**config.mk**
```make
export PLATFORM = sky130hd
export DESIGN_NAME = interrupt_return_seq
export DESIGN_NICKNAME = d
export VERILOG_FILES = /design/src/hw/interrupt_return_pkg.sv /design/src/hw/interrupt_return_seq.sv /design/src/hw/sync2.sv
export VERILOG_INCLUDE_DIRS = /design/src /design/src/hw
export SDC_FILE = /design/constraint.sdc
export NUM_CORES = 1
export LEC_CHECK = 0
export ABC_AREA = 1
export BUFFER_PORTS_ARGS = -buffer_cell sky130_fd_sc_hd__buf_4
export CORE_AREA = 2 2 191 193
export CTS_BUF_LIST = sky130_fd_sc_hd__clkbuf_2
export DETAILED_ROUTE_END_ITERATION = 10
export DIE_AREA = 0 0 193 195
export GPL_TIMING_DRIVEN = 0
export HOLD_SLACK_MARGIN = 0.08
export PLACE_DENSITY = 0.78
export SYNTH_ARGS = -nofsm -noshare
export SYNTH_HDL_FRONTEND = slang
export SYNTH_HIERARCHICAL = 1
export SYNTH_SLANG_ARGS = --single-unit
```
**constraint.sdc**
```tcl
create_clock -name clk -period 14.2 [get_ports clk]
set_input_delay 2.84 -clock clk [delete_from_list [all_inputs] [get_ports clk]]
set_output_delay 2.84 -clock clk [all_outputs]
set_load 0.005 [all_outputs]
```
**src/hw/interrupt_return_defs.svh**
```systemverilog
// Constants for the interrupt return and emergency trap sequencer.
`ifndef INTERRUPT_RETURN_DEFS_SVH
`define INTERRUPT_RETURN_DEFS_SVH
`define INTERRUPT_RETURN_W          32
`define INTERRUPT_RETURN_ST_FZ      10
`define INTERRUPT_RETURN_ST_RE      4
`define INTERRUPT_RETURN_ST_DA      0
`define INTERRUPT_RETURN_ST_DI      1
`define INTERRUPT_RETURN_ST_IM_LO   2
`define INTERRUPT_RETURN_ST_IM_HI   3
`define INTERRUPT_RETURN_CH_CV      15
`define INTERRUPT_RETURN_CH_ML      17
`define INTERRUPT_RETURN_CH_NN      31
`define INTERRUPT_RETURN_ROM_ENTRY  32'h0000_0010
`define INTERRUPT_RETURN_PC_STEP    32'h0000_0004
`define INTERRUPT_RETURN_RESET_WORD 32'h0000_0000
`define INTERRUPT_RETURN_SEL_OPS    3'h1
`define INTERRUPT_RETURN_SEL_PC0    3'h2
`define INTERRUPT_RETURN_SEL_PC1    3'h3
`define INTERRUPT_RETURN_SEL_CHA    3'h4
`define INTERRUPT_RETURN_SEL_CHD    3'h5
`define INTERRUPT_RETURN_SEL_CHC    3'h6
`define INTERRUPT_RETURN_SEL_CPS    3'h7
`endif

```
**src/hw/interrupt_return_pkg.sv**
```systemverilog
// Types for the interrupt return and emergency trap sequencer.
`default_nettype none
package interrupt_return_pkg;
   typedef enum logic [3:0] {
      S_IDLE, S_DRAIN, S_INVAL, S_RESTORE, S_SINGLE,
      S_FETCH1, S_FETCH0, S_MULTI, S_ENABLE
   } seq_state_t;

   typedef struct packed {
      seq_state_t  state;
      logic        inv_pend;
      logic        seq_ok;
      logic [31:0] cps;
      logic [31:0] ops;
      logic [31:0] pc0;
      logic [31:0] pc1;
      logic [31:0] pc2;
      logic [31:0] cha;
      logic [31:0] chd;
      logic [31:0] chc;
      logic        carry;
      logic        divf;
      logic [1:0]  byte_ptr;
      logic        btc_inv;
      logic        fetch_req;
      logic        fetch_branch;
      logic [31:0] fetch_addr;
      logic        chan_start;
      logic        chan_multi;
      logic        to_decode;
      logic        to_execute;
      logic        irq_block;
      logic        irq_enable;
      logic        ret_done;
      logic        warn_taken;
      logic        warn_prev;
   } interrupt_return_state_t;
endpackage
`default_nettype wire

```
**src/hw/interrupt_return_seq.sv**
```systemverilog
// Interrupt return sequencer, freeze protection and emergency trap.
//
// Behaviour
// [RL1] Invalidating return clears all branch cache valid bits; plain return does not.
// [RL2] Return waits for the in-progress access and any multiple-word sequence.
// [RL3] All interrupts and traps are blocked throughout the return sequence; here the emergency trap still aborts a return in progress.
// [RL4] Return copies old status into current status, normally clearing freeze.
// [RL5] Valid, needed, single channel operation restarts one external access.
// [RL6] Fetch at program counter 1 as a branch, then move into decode.
// [RL7] Fetch at program counter 0 as a branch; first to execute, second decode.
// [RL8] Valid, needed, multiple channel operation restarts the multiple-word sequence.
// [RL9] Finally enable interrupts per restored status and resume execution.
// [RL10] Unaltered sequential saved counters make the second fetch sequential.
// [RL11] Freeze holds program counters, channel registers and ALU status.
// [RL12] Frozen loads or stores that set the byte pointer leave it unchanged.
// [RL13] Extended arithmetic does not update carry while frozen.
// [RL14] Divide steps do not update the divide flag while frozen.
// [RL15] The emergency input always traps; no mask or disable suppresses it.
// [RL16] Emergency trap does not wait for access; channel registers keep it.
// [RL17] Emergency trap skips vector fetch, sets ROM enable, fetches ROM 16.
// [RL18] Handler software loads both counters and old status before return.
// [RL19] Handler software sets channel registers to restart pending operations.
// [RL20] Handler software avoids multiple-word transfers while frozen.
// [RL21] A handler that saves no state keeps interrupts disabled.
// [RL22] Taking a trap copies current status to old status and sets freeze.
`timescale 1ns/1ps
`default_nettype none
`include "interrupt_return_defs.svh"
module interrupt_return_seq (
   // Clock, reset and clock enable.
   input  wire logic        clk,
   input  wire logic        rstn,
   input  wire logic        ce,
   // Return instructions from decode, one-cycle pulses.
   input  wire logic        ret_plain,
   input  wire logic        ret_inval,
   // Ordinary trap taken by the priority logic, one-cycle pulse.
   input  wire logic        trap_take,
   // Emergency trap pin, asynchronous, active high.
   input  wire logic        warn_pin,
   // Memory channel state and handshakes.
   input  wire logic        chan_busy,
   input  wire logic        chan_multi_busy,
   input  wire logic        chan_ack,
   input  wire logic        fetch_ack,
   // Pipeline updates of frozen state.
   input  wire logic        pc_upd,
   input  wire logic [31:0] pc_next,
   input  wire logic        chan_upd,
   input  wire logic [31:0] cha_in,
   input  wire logic [31:0] chd_in,
   input  wire logic [31:0] chc_in,
   input  wire logic        carry_upd,
   input  wire logic        carry_in,
   input  wire logic        div_upd,
   input  wire logic        div_in,
   input  wire logic        sb_upd,
   input  wire logic [1:0]  bp_in,
   // Special register writes from software.
   input  wire logic        sw_wr,
   input  wire logic [2:0]  sw_sel,
   input  wire logic [31:0] sw_data,
   // Register contents.
   output var  logic [31:0] cps,
   output var  logic [31:0] ops,
   output var  logic [31:0] pc0,
   output var  logic [31:0] pc1,
   output var  logic [31:0] pc2,
   output var  logic [31:0] cha,
   output var  logic [31:0] chd,
   output var  logic [31:0] chc,
   output var  logic        carry,
   output var  logic        divf,
   output var  logic [1:0]  byte_ptr,
   // Sequencer actions.
   output var  logic        btc_inv,
   output var  logic        fetch_req,
   output var  logic        fetch_branch,
   output var  logic [31:0] fetch_addr,
   output var  logic        chan_start,
   output var  logic        chan_multi,
   output var  logic        to_decode,
   output var  logic        to_execute,
   output var  logic        irq_block,
   output var  logic        irq_enable,
   output var  logic        ret_done,
   output var  logic        warn_taken
);
   interrupt_return_pkg::interrupt_return_state_t st_ff;
   interrupt_return_pkg::interrupt_return_state_t nxt_st;
   logic                  rst_sync_n;
   logic                  warn_sync;

   // Reset is released through two flops; the pin is synchronised likewise.
   sync2 u_rst_sync (
      .clk  (clk),
      .rstn (rstn),
      .d    (1'b1),
      .q    (rst_sync_n)
   );
   sync2 u_warn_sync (
      .clk  (clk),
      .rstn (rst_sync_n),
      .d    (warn_pin),
      .q    (warn_sync)
   );

   // Decodes the channel control word: 1 single restart, 2 multiple restart.
   function automatic logic [1:0] chan_kind(input logic [31:0] c);
      logic live;
      live = c[`INTERRUPT_RETURN_CH_CV] & ~c[`INTERRUPT_RETURN_CH_NN];
      chan_kind = {live & c[`INTERRUPT_RETURN_CH_ML], live & ~c[`INTERRUPT_RETURN_CH_ML]};
   endfunction

   // Interrupt enable from a status word; used while idle and at the final enable step.
   function automatic logic irq_allowed(input logic [31:0] s);
      irq_allowed = ~s[`INTERRUPT_RETURN_ST_DA] & ~s[`INTERRUPT_RETURN_ST_DI]
                  & (s[`INTERRUPT_RETURN_ST_IM_HI:`INTERRUPT_RETURN_ST_IM_LO] != 2'h0);
   endfunction

   // Next-state logic for the whole block.
   always_comb begin
      logic frozen;
      logic warn_edge;
      frozen    = st_ff.cps[`INTERRUPT_RETURN_ST_FZ];
      warn_edge = warn_sync & ~st_ff.warn_prev;
      nxt_st    = st_ff;
      nxt_st.warn_prev  = warn_sync;
      nxt_st.btc_inv    = 1'b0;
      nxt_st.fetch_req  = 1'b0;
      nxt_st.chan_start = 1'b0;
      nxt_st.chan_multi = 1'b0;
      nxt_st.to_decode  = 1'b0;
      nxt_st.to_execute = 1'b0;
      nxt_st.ret_done   = 1'b0;
      nxt_st.warn_taken = 1'b0;

      // Pipeline updates of frozen state apply only while freeze is clear.
      if (pc_upd && !frozen) begin                         // [RL11]
         nxt_st.pc2 = st_ff.pc1;
         nxt_st.pc1 = st_ff.pc0;
         nxt_st.pc0 = pc_next;
      end
      if (chan_upd && !frozen) begin                       // [RL11]
         nxt_st.cha = cha_in;
         nxt_st.chd = chd_in;
         nxt_st.chc = chc_in;
      end
      if (carry_upd && !frozen) begin                      // [RL13]
         nxt_st.carry = carry_in;
      end
      if (div_upd && !frozen) begin                        // [RL14]
         nxt_st.divf = div_in;
      end
      if (sb_upd && !frozen) begin                         // [RL12]
         nxt_st.byte_ptr = bp_in;
      end

      // Explicit writes set up the return; counter writes break sequence.
      if (sw_wr) begin
         case (sw_sel)
            `INTERRUPT_RETURN_SEL_OPS: nxt_st.ops = sw_data;
            `INTERRUPT_RETURN_SEL_PC0: begin
               nxt_st.pc0    = sw_data;
               nxt_st.seq_ok = 1'b0;                       // [RL10]
            end
            `INTERRUPT_RETURN_SEL_PC1: begin
               nxt_st.pc1    = sw_data;
               nxt_st.seq_ok = 1'b0;                       // [RL10]
            end
            `INTERRUPT_RETURN_SEL_CHA: nxt_st.cha = sw_data;
            `INTERRUPT_RETURN_SEL_CHD: nxt_st.chd = sw_data;
            `INTERRUPT_RETURN_SEL_CHC: nxt_st.chc = sw_data;
            `INTERRUPT_RETURN_SEL_CPS: nxt_st.cps = sw_data;
            default:       nxt_st.ops = st_ff.ops;
         endcase
      end

      // Return sequence; interrupts stay blocked until the last step.
      case (st_ff.state)
         interrupt_return_pkg::S_IDLE: begin
            nxt_st.irq_enable = irq_allowed(st_ff.cps);
            if (ret_plain || ret_inval) begin
               nxt_st.inv_pend   = ret_inval;
               nxt_st.irq_block  = 1'b1;                   // [RL3]
               nxt_st.irq_enable = 1'b0;                   // [RL3]
               nxt_st.state      = interrupt_return_pkg::S_DRAIN;
            end else if (trap_take) begin
               // Note whether the counters held sequential addresses when the trap hit.
               nxt_st.ops    = st_ff.cps;                  // [RL22]
               nxt_st.cps[`INTERRUPT_RETURN_ST_FZ] = 1'b1;             // [RL22]
               nxt_st.seq_ok = (st_ff.pc0 == st_ff.pc1 + `INTERRUPT_RETURN_PC_STEP);
            end
         end
         interrupt_return_pkg::S_DRAIN: begin
            nxt_st.irq_enable = 1'b0;
            if (!chan_busy && !chan_multi_busy) begin      // [RL2]
               nxt_st.state = interrupt_return_pkg::S_INVAL;
            end
         end
         interrupt_return_pkg::S_INVAL: begin
            nxt_st.btc_inv = st_ff.inv_pend;               // [RL1]
            nxt_st.state   = interrupt_return_pkg::S_RESTORE;
         end
         interrupt_return_pkg::S_RESTORE: begin
            // Fields owned by hardware would override here; none in this block.
            nxt_st.cps = st_ff.ops;                        // [RL4]
            if (chan_kind(st_ff.chc) == 2'h1) begin        // [RL5]
               nxt_st.chan_start = 1'b1;
               nxt_st.state      = interrupt_return_pkg::S_SINGLE;
            end else begin
               nxt_st.fetch_req    = 1'b1;                 // [RL6]
               nxt_st.fetch_branch = 1'b1;
               nxt_st.fetch_addr   = st_ff.pc1;
               nxt_st.state        = interrupt_return_pkg::S_FETCH1;
            end
         end
         interrupt_return_pkg::S_SINGLE: begin
            if (chan_ack) begin
               nxt_st.fetch_req    = 1'b1;                 // [RL6]
               nxt_st.fetch_branch = 1'b1;
               nxt_st.fetch_addr   = st_ff.pc1;
               nxt_st.state        = interrupt_return_pkg::S_FETCH1;
            end
         end
         interrupt_return_pkg::S_FETCH1: begin
            if (fetch_ack) begin
               nxt_st.to_decode    = 1'b1;                 // [RL6]
               nxt_st.fetch_req    = 1'b1;                 // [RL7]
               nxt_st.fetch_branch = ~st_ff.seq_ok;        // [RL10]
               nxt_st.fetch_addr   = st_ff.pc0;
               nxt_st.state        = interrupt_return_pkg::S_FETCH0;
            end
         end
         interrupt_return_pkg::S_FETCH0: begin
            if (fetch_ack) begin
               nxt_st.to_decode  = 1'b1;                   // [RL7]
               nxt_st.to_execute = 1'b1;                   // [RL7]
               if (chan_kind(st_ff.chc) == 2'h2) begin     // [RL8]
                  nxt_st.chan_start = 1'b1;
                  nxt_st.chan_multi = 1'b1;
                  nxt_st.state      = interrupt_return_pkg::S_MULTI;
               end else begin
                  nxt_st.state = interrupt_return_pkg::S_ENABLE;
               end
            end
         end
         interrupt_return_pkg::S_MULTI: begin
            if (chan_ack) begin
               nxt_st.state = interrupt_return_pkg::S_ENABLE;
            end
         end
         interrupt_return_pkg::S_ENABLE: begin
            nxt_st.irq_block  = 1'b0;                      // [RL9]
            nxt_st.irq_enable = irq_allowed(st_ff.cps);    // [RL9]
            nxt_st.ret_done   = 1'b1;
            nxt_st.seq_ok     = 1'b0;
            nxt_st.state      = interrupt_return_pkg::S_IDLE;
         end
         default: begin
            nxt_st.state = interrupt_return_pkg::S_IDLE;
         end
      endcase

      // The emergency trap beats everything, even a return in progress.
      // Channel registers are left alone so the lost access stays visible.
      if (warn_edge) begin                                 // [RL15]
         nxt_st.ops               = st_ff.cps;             // [RL22]
         nxt_st.cps               = st_ff.cps;
         nxt_st.cps[`INTERRUPT_RETURN_ST_FZ]  = 1'b1;
         nxt_st.cps[`INTERRUPT_RETURN_ST_RE]  = 1'b1;                  // [RL17]
         nxt_st.fetch_req         = 1'b1;                  // [RL17]
         nxt_st.fetch_branch      = 1'b1;
         nxt_st.fetch_addr        = `INTERRUPT_RETURN_ROM_ENTRY;       // [RL17]
         nxt_st.chan_start        = 1'b0;                  // [RL16]
         nxt_st.chan_multi        = 1'b0;
         nxt_st.btc_inv           = 1'b0;
         nxt_st.to_decode         = 1'b0;
         nxt_st.to_execute        = 1'b0;
         nxt_st.ret_done          = 1'b0;
         nxt_st.irq_block         = 1'b0;
         nxt_st.irq_enable        = 1'b0;
         nxt_st.seq_ok            = 1'b0;
         nxt_st.warn_taken        = 1'b1;
         nxt_st.state             = interrupt_return_pkg::S_IDLE;
      end
   end

   // One register for all state but the two synchronisers; clock enable freezes that register.
   always_ff @(posedge clk or negedge rst_sync_n) begin
      if (!rst_sync_n) begin
         st_ff              <= '0;
         st_ff.state        <= interrupt_return_pkg::S_IDLE;
         st_ff.cps          <= `INTERRUPT_RETURN_RESET_WORD;
         st_ff.ops          <= `INTERRUPT_RETURN_RESET_WORD;
      end else if (ce) begin
         st_ff <= nxt_st;
      end
   end

   // Outputs are taken straight from the state register.
   assign cps          = st_ff.cps;
   assign ops          = st_ff.ops;
   assign pc0          = st_ff.pc0;
   assign pc1          = st_ff.pc1;
   assign pc2          = st_ff.pc2;
   assign cha          = st_ff.cha;
   assign chd          = st_ff.chd;
   assign chc          = st_ff.chc;
   assign carry        = st_ff.carry;
   assign divf         = st_ff.divf;
   assign byte_ptr     = st_ff.byte_ptr;
   assign btc_inv      = st_ff.btc_inv;
   assign fetch_req    = st_ff.fetch_req;
   assign fetch_branch = st_ff.fetch_branch;
   assign fetch_addr   = st_ff.fetch_addr;
   assign chan_start   = st_ff.chan_start;
   assign chan_multi   = st_ff.chan_multi;
   assign to_decode    = st_ff.to_decode;
   assign to_execute   = st_ff.to_execute;
   assign irq_block    = st_ff.irq_block;
   assign irq_enable   = st_ff.irq_enable;
   assign ret_done     = st_ff.ret_done;
   assign warn_taken   = st_ff.warn_taken;
endmodule // interrupt_return_seq
`default_nettype wire

```
**src/hw/sync2.sv**
```systemverilog
// Two-flop synchroniser for a single level.
`timescale 1ns/1ps
`default_nettype none
module sync2 (
   // Clock and asynchronous reset.
   input  wire logic clk,
   input  wire logic rstn,
   // Level in and synchronised level out.
   input  wire logic d,
   output var  logic q
);
   logic meta_ff;

   // The first flop is read only by the second flop.
   always_ff @(posedge clk or negedge rstn) begin
      if (!rstn) begin
         meta_ff <= 1'b0;
         q       <= 1'b0;
      end else begin
         meta_ff <= d;
         q       <= meta_ff;
      end
   end
endmodule // sync2
`default_nettype wire

```
# == Word-level counts from Yosys, hierarchy flattened ==
# Cells that the tools add are included.
# classes
addsub,1
multipliers,0
div,0
order_cmp,0
n_eq_ne,25
shifts,0
mux,52
bitwise,13
reduce_logical,31
# op_table
operator,count
32-bit 2-to-1 mux,10
96-bit 2-to-1 mux,3
129-bit 2-to-1 mux,1
34-bit 2-to-1 mux,3
34-bit one-hot mux with 3 select lines,1
65-bit 2-to-1 mux,1
43-bit 2-to-1 mux,1
32-bit by 3-bit adder with 32-bit output (second input constant),1
32-bit equality test,1
4-bit 2-to-1 mux,8
4-bit one-hot mux with 8 select lines,1
21-bit 2-to-1 mux,1
3-bit != test (second input constant),7
4-bit by 3-bit equality test with 1-bit output (second input constant),4
3-bit equality test (second input constant),4
1-bit 2-to-1 mux,12
10-bit 2-to-1 mux,1
1-bit one-hot mux with 2 select lines,5
2-bit AND reduction,5
3-bit AND reduction,3
3-bit nonzero test,3
4-bit by 2-bit equality test with 1-bit output (second input constant),2
4-bit nonzero test,2
1-bit inverter,7
other kinds (19),35
# totals
ff_bits,314
latch_bits,0
ramBits,0
romBits,0
out_inout_bits,303
word_cells,155
memories,0

# == Logic depth before layout (Yosys ltp) ==
# Gate-level depths: netlist of the first run.
# depth
word_depth,9
ltp_mapped,19
depth_no_buf,19

# == Hierarchy ==
# Netlist of the first run, hierarchy kept.
# modules_own_cells
module,n_inst,cells_per_inst,area_per_inst_um2,seq_area_each_um2
interrupt_return_seq,1,2243,18217.5,7757.4
sync2,2,2,50.0,50.0

# == Worst setup path before layout of the first run ==
# Ideal clock, no wire load.
# synth_timing
kind,input-to-reg
startpoint,in sw_sel[1]
endpoint,reg cps[25] (netlist name)
arrival_time_ps,4185
required_ps,14075
path_slack_ps,9890
path_stages,7
path_buffers,2
path_cell_list,buf_4 > inv_1 > nor3_1 > o21ai_0 > nor2_2 > buf_2 > mux2_2
# synth_between
elab_chain_cells,3
# synth_lines
element,line_no,source
"start, declared",interrupt_return_seq.sv:61,"input wire logic [2:0] sw_sel,"
3-bit equality test,interrupt_return_seq.sv:161,case (sw_sel)
2-bit nonzero test (no line),n/a,
4-bit AND reduction (no line),n/a,
# No other way between the ends.
# A chain may end at the register's enable or synchronous reset.

# == Worst setup path in the final report of the first run ==
# layout_timing
startpoint,"reg st_ff, in the netlist pc1[11]"
endpoint,out pc1[11]
# layout_rtl
element,line_no,source
"start, declared",interrupt_return_seq.sv:89,interrupt_return_pkg::interrupt_return_state_t st_ff;
"start signal, assigned",interrupt_return_seq.sv:297,st_ff <= nxt_st;
"end, declared",interrupt_return_seq.sv:67,"output var logic [31:0] pc1,"
# No word-level cell between the ends.

==> results.json, run 1 <==
{
  "post-cts-setup-buffers": 0,
  "use_met2_pct": 60.7,
  "rsz0062_at_grt": "no",
  "tightest_slew_ns": 0.857,
  "cts_buffers": 83,
  "die_x_um": 193,
  "antenna_found_initial": 10,
  "synth-edff-count": 0,
  "cts_hold_buf": 0,
  "crit_required_ns": 11.36,
  "totalWireLength_mm": 71.0,
  "root_buffer": "clkbuf_2",
  "grt_pass1_wl_mm": 107,
  "clkTransAtPathRegs_ns": 0.10,
  "fin_worst_skew_ns": 0.0946,
  "layout_setup_ws_ns": 9.56,
  "crit_cells": 2,
  "yosysWarnings": 6,
  "synth.area.top_cells": "dfrtp_1 43%, buf_4 12%, nand2_1 7.2%, a21oi_1 5.5%, o21ai_0 4.9%",
  "leakagePower_nw": 11.9,
  "drc": 0,
  "slowest_stage": "dfrtp_1",
  "rr_worst_depth": 7,
  "clockBufferDepth": 3,
  "drt-wirelength-per-cell_um": 21.2,
  "antenna_left": 0,
  "clk_latency_ns": 0.99,
  "yosysSeqAreaShare_pct": 42.9,
  "grt_pass1_vias": 18873,
  "netlist_area_mm2": 0.0183,
  "power_density_mw_per_mm2": 200,
  "dieArea_mm2": 0.0376,
  "fillers": 3092,
  "boundaryPins": 487,
  "dr_total_vias": 19164,
  "final_cell_mix": "778 x buf_4, 350 x nand2_1, 313 x dfrtp_1",
  "final.min_clock_period_ns": 4.64,
  "startpoint_type": "flop",
  "yosys.area.top_type": "dfrtp_1",
  "dp_hpwl_mm": 55.1,
  "synth_ff_type": "dfrtp_1",
  "drt-vias-per-instance": 5.72,
  "cts_tree": "built",
  "cp.arrival_ns": 1.80,
  "pre_cts_ws_ns": 9.00,
  "core_mm2": 0.0354,
  "grt_max_degree": 71,
  "critical_path_peak_fanout": 6,
  "grt.busiest_layer": "met2",
  "syn_inst": 2247,
  "outcome": "complete, no violations",
  "use_met3_pct": 8.90,
  "final_common_cell": "buf_4",
  "vdd_drop_max_v": 0.000103,
  "fmax_mhz": 216,
  "portBuffers": 485,
  "synth_top_cell_area_share_pct": 42.9,
  "end_kind": "output port",
  "cts-htree-levels": 3,
  "grt.total_usage_pct": 37.3,
  "fin_nets": 3007,
  "dr.first_iter.drc_count": 1732,
  "initial_utilization_pct": 51.7,
  "crit_type": "reg2out",
  "ys_async_sr_fraction_pct": 100,
  "globalplace.congestion": 0.982,
  "synth_seq_cells": 314,
  "maxSlewHeadroom_pct": 42.9,
  "drive_above_1_share_pct": 34.5,
  "cp_slowest_stage_delay_ns": 0.52,
  "cap_viol_max_count": 0,
  "drt_pre_antenna_iters": 8,
  "critPathTopFamily": "flip-flops",
  "fin_crit_sh_pct": 32.7,
  "gr-usage-met1_pct": 44.6,
  "setup-tns-final_ns": 0,
  "synth_cell_types": 44,
  "min_path_type": "reg2async",
  "grt_overflow": 0,
  "critPathMostFrequentCell": "buf_4",
  "rows": 69,
  "areaGrowthSynthToFinish_pct": 27.8,
  "syn_area_per_cell_um2": 8.15,
  "cts_resized": 0,
  "clock_sinks": 314,
  "path_buf_inv": 2,
  "hold_viol_final": 0,
  "syn_nets": 2432,
  "final-setup-viol-count": 0,
  "die_y_um": 195,
  "slew_violations": 0,
  "worstPathCellList": "buf_4 -> buf_4"
}
## power breakdown
group	internal, mW	switching, mW
registers	1.26	0.370
clock network	0.246	0.404
logic	1.27	1.13
total	2.78	1.90
## Yosys cell counts, drive strengths merged (36+ instances only)
cell,count
nand2,361
buf,321
dfrtp,314
o21ai,211
a21oi,200
inv,190
clkbuf,112
a31oi,98
nor2,89
nand3,66
a22oi,64
o22ai,36
## metal layers
layer / share of wire, % / vias to the layer above
li1: - / 8611
met1: 36 / 9008
met2: 47 / 1280
met3: 10 / 261
met4: 6.4 / 4
met5: 0.037 / -
## sequential cells by signal, indices dropped and copies added (netlist names), 2 cells and up
name and count:
cha 32, chc 32, chd 32, cps 32, fetch_addr 32, ops 32, pc0 32, pc1 32
pc2 32, st_ff 7, byte_ptr 2
## cell families (layout without fill, tap and decap cells)
logic type / after synthesis / after routing / share of synthesized area, %
adder cells (fa/ha/maj): 1 / 1 / 0.0683
flip-flops: 314 / 314 / 42.9
buffers and inverters: 624 / 1257 / 18.9
other: 1 / 9 / 0.0205
multiplexers: 32 / 32 / 1.97
XOR/XNOR: 18 / 18 / 0.861
AO/OA/AOI/OAI: 652 / 652 / 20.6
AND/OR/NAND/NOR: 605 / 605 / 14.8
## path summary, 6_finish.rpt
check / start / endpoint / slack, ns
setup / recovery: pc1[11] / pc1[11] / 9.56
hold / removal: u_rst_sync/q / chc[27] / 0.31
setup reg to reg: chc[17] / fetch_addr[27] / 11.14
hold reg to reg: u_rst_sync/q / chc[27] / 0.31
max in group asynchronous: rstn / u_rst_sync/q / 12.48
min in group clk: u_rst_sync/meta_ff / u_rst_sync/q / 0.37
## worst reg2reg max path, delay by kind of cell (launching register included)
kind | cells | cell delay [ns]
flops | 1 | 0.43
compound gates | 3 | 1.11
simple gates | 2 | 0.88
buf+inv | 2 | 0.44
## through the flow
| step | util [%] | cell area [um^2] | hold slack [ns] | std cells | total power [mW] |
|---|---|---|---|---|---|
| 2_1_floorplan | - | 18300 | 0.331 | 2247 | 2.92 |
| 3_3_place_gp | 63.7 | 22500 | 0.336 | 3193 | 3.96 |
| 3_5_place_dp | 64.0 | 22700 | 0.315 | 3198 | 4.00 |
| 4_1_cts | 66.1 | 23400 | 0.327 | 3341 | 4.65 |
| 5_1_grt | 66.1 | 23400 | 0.354 | 3349 | 4.98 |
| 6_report | 66.1 | 23400 | 0.310 | 3349 | 4.68 |
## final cells by class
cell class                      count  area, um^2  area share [%]
Sequential cell                   314        7860            33.6
Tap cell                          461         577            2.46
Clock buffer                      122         611            2.61
Timing Repair Buffer              490        3770            16.1
Multi-Input combinational cell   1309        7000            29.9
Antenna cell                        8        20.0          0.0855
Buffer                            433        2740            11.7
Inverter                          191         717            3.06
Clock inverter                     21         114           0.486
Power figures use the tool's default switching activity.
==> run 2: changes to the inputs <==
==> constraint.sdc (replaced) <==
create_clock -name clk -period 4.8 [get_ports clk]
set_input_delay 0.96 -clock clk [delete_from_list [all_inputs] [get_ports clk]]
set_output_delay 0.96 -clock clk [all_outputs]
set_load 0.005 [all_outputs]
==> run 2 against run 1 <==
Compared with the run above:
- wire length is 1.3% higher
- clock power grew to 2.9 times the previous value
- critical path depth is 6 higher
- largest cell class unchanged
- core utilization hardly changed
==> results.json, run 2 (same netlist as run 1, synthesis figures left out) <==
{
  "cts_tree": "built",
  "combPwrFrac_pct": 51.5,
  "holdWs_ns": 0.183,
  "fin_crit_sh_pct": 64.6,
  "drc": 0,
  "crit_cells": 8,
  "globalplace.congestion": 0.960,
  "r2r_setup_slack_ns": 1.70,
  "power.internal_mw": 8.21,
  "rsz0062_at_grt": "no",
  "outcome": "complete, no violations",
  "grt_overflow": 0,
  "fin_worst_skew_ns": 0.0848,
  "grt.total_usage_pct": 37.5,
  "dp_hpwl_mm": 55.5,
  "dpl_cell_area_mm2": 0.0227,
  "grt_pass1_wl_mm": 107,
  "antenna_found_initial": 5,
  "min_path_type": "in2reg",
  "antenna_left": 0,
  "final.min_clock_period_ns": 3.10,
  "drt-vias-per-instance": 5.76,
  "final_cells": 3347,
  "cts_buffers": 84,
  "root_buffer": "clkbuf_2",
  "rows": 69,
  "p_sw_mw": 5.63,
  "cap_viol_max_count": 0,
  "portBuffers": 485,
  "maxSlewHeadroom_pct": 42.8,
  "worstPathCellList": "inv_1 -> nor3_1 -> o21ai_2 -> o31ai_4 -> inv_2 -> nand2_1 -> buf_2 -> o21ai_1",
  "totalWireLength_mm": 71.9,
  "clockBufferDepth": 3,
  "clkPwrFrac_pct": 13.7,
  "areaGrowthSynthToFinish_pct": 27.8,
  "slew_violations": 0,
  "initial_utilization_pct": 51.7,
  "boundaryPins": 487,
  "grt_pass1_vias": 18853,
  "die_x_um": 193,
  "slowest_stage": "o31ai_4",
  "cts_resized": 0,
  "crit_required_ns": 5.57,
  "end_kind": "flop",
  "power_frac_seq_pct": 34.7,
  "vdd_drop_max_v": 0.000325,
  "post-cts-setup-buffers": 0,
  "final_area_mm2": 0.0234,
  "drt_pre_antenna_iters": 5,
  "setup.worst_path.end": "fetch_addr[22]",
  "hold_viol_final": 0,
  "leakagePower_nw": 11.9,
  "power_density_mw_per_mm2": 591,
  "clkTransAtPathRegs_ns": 0.11,
  "setup-tns-final_ns": 0,
  "dr_total_vias": 19291,
  "fin_nets": 3009,
  "cts-htree-levels": 3,
  "crit_type": "reg2reg",
  "dieArea_mm2": 0.0376,
  "rr_worst_depth": 8,
  "drt-wirelength-per-cell_um": 21.5,
  "critPathTopFamily": "compound AO/OA/AOI/OAI gates",
  "dr.first_iter.drc_count": 1566,
  "cts_hold_buf": 1,
  "startpoint_type": "flop",
  "clock_sinks": 314,
  "cp.arrival_ns": 3.87,
  "reg2reg_to": "fetch_addr[22]",
  "tightest_slew_ns": 0.859,
  "netSwitchingFraction_pct": 40.7,
  "die_y_um": 195,
  "final_common_cell": "buf_4",
  "cp_slowest_stage_delay_ns": 0.67,
  "core_mm2": 0.0354,
  "startpoint": "chc[15]",
  "grt_max_degree": 68,
  "fmax_mhz": 323,
  "critical_path_peak_fanout": 10,
  "post-place-cells": 3198,
  "drive_above_1_share_pct": 34.5,
  "clk_latency_ns": 0.96,
  "worstReg2RegStart": "chc[15]",
  "final_cell_mix": "778 x buf_4, 350 x nand2_1, 313 x dfrtp_1",
  "final-setup-viol-count": 0,
  "path_buf_inv": 3
}
run 2: cell types whose count changed in the layout (fill, tap and decap cells not counted):
cell / previous run / this run
clkinv_1: 14 / 15
clkinv_2: 4 / 2
clkinvlp_4: 1 / 0
diode_2: 8 / 5
dlygate4sd3_1: 0 / 1
inv_2: 7 / 9
run 2: layout make-up:
type / count / area, um^2
Clock buffer: 122 / 611
Tap cell: 461 / 577
Sequential cell: 314 / 7860
Antenna cell: 5 / 12.5
Timing Repair Buffer: 491 / 3780
Clock inverter: 21 / 108
Inverter: 191 / 717
Buffer: 433 / 2740
Fill cell: 3095 / 12000
Multi-Input combinational cell: 1309 / 7000
run 2: worst min-delay path by stage:
stage	start	endpoint	slack, ns	cells after the start
finish	warn_pin	u_warn_sync/meta_ff	0.18	1
global route	warn_pin	u_warn_sync/meta_ff	0.12	1
CTS	warn_pin	u_warn_sync/meta_ff	0.12	1
detailed placement	u_rst_sync/q	cha[27]	0.34	0
global placement	u_rst_sync/meta_ff	u_rst_sync/q	0.34	0
floorplan	u_rst_sync/meta_ff	u_rst_sync/q	0.33	0
run 2: per-layer routing:
metal	part of all wire [%]	track usage, %
met4	6.0	21.7
met1	37	46.2
met5	0	0
met3	9.3	6.63
met2	48	61.8
run 2: power groups by stage:
stage / clock [mW] / combinational (mW) / sequential [mW]
final: 1.90 / 7.13 / 4.81
after global routing: 2.04 / 7.75 / 4.91
after CTS: 1.90 / 7.08 / 4.76
after detailed placement: 0 / 7.06 / 4.79
after global placement: 0 / 6.90 / 4.80
after floorplan: 0 / 4.21 / 4.43
run 2: per-stage QoR:
step	util (%)	setup WS [ns]	total power, mW
6_report	66.1	1.70	13.8
3_3_place_gp	63.7	0.480	11.7
2_1_floorplan	-	1.68	8.64
4_1_cts	66.1	1.80	13.7
3_5_place_dp	64.0	1.48	11.8
5_1_grt	66.1	1.72	14.7
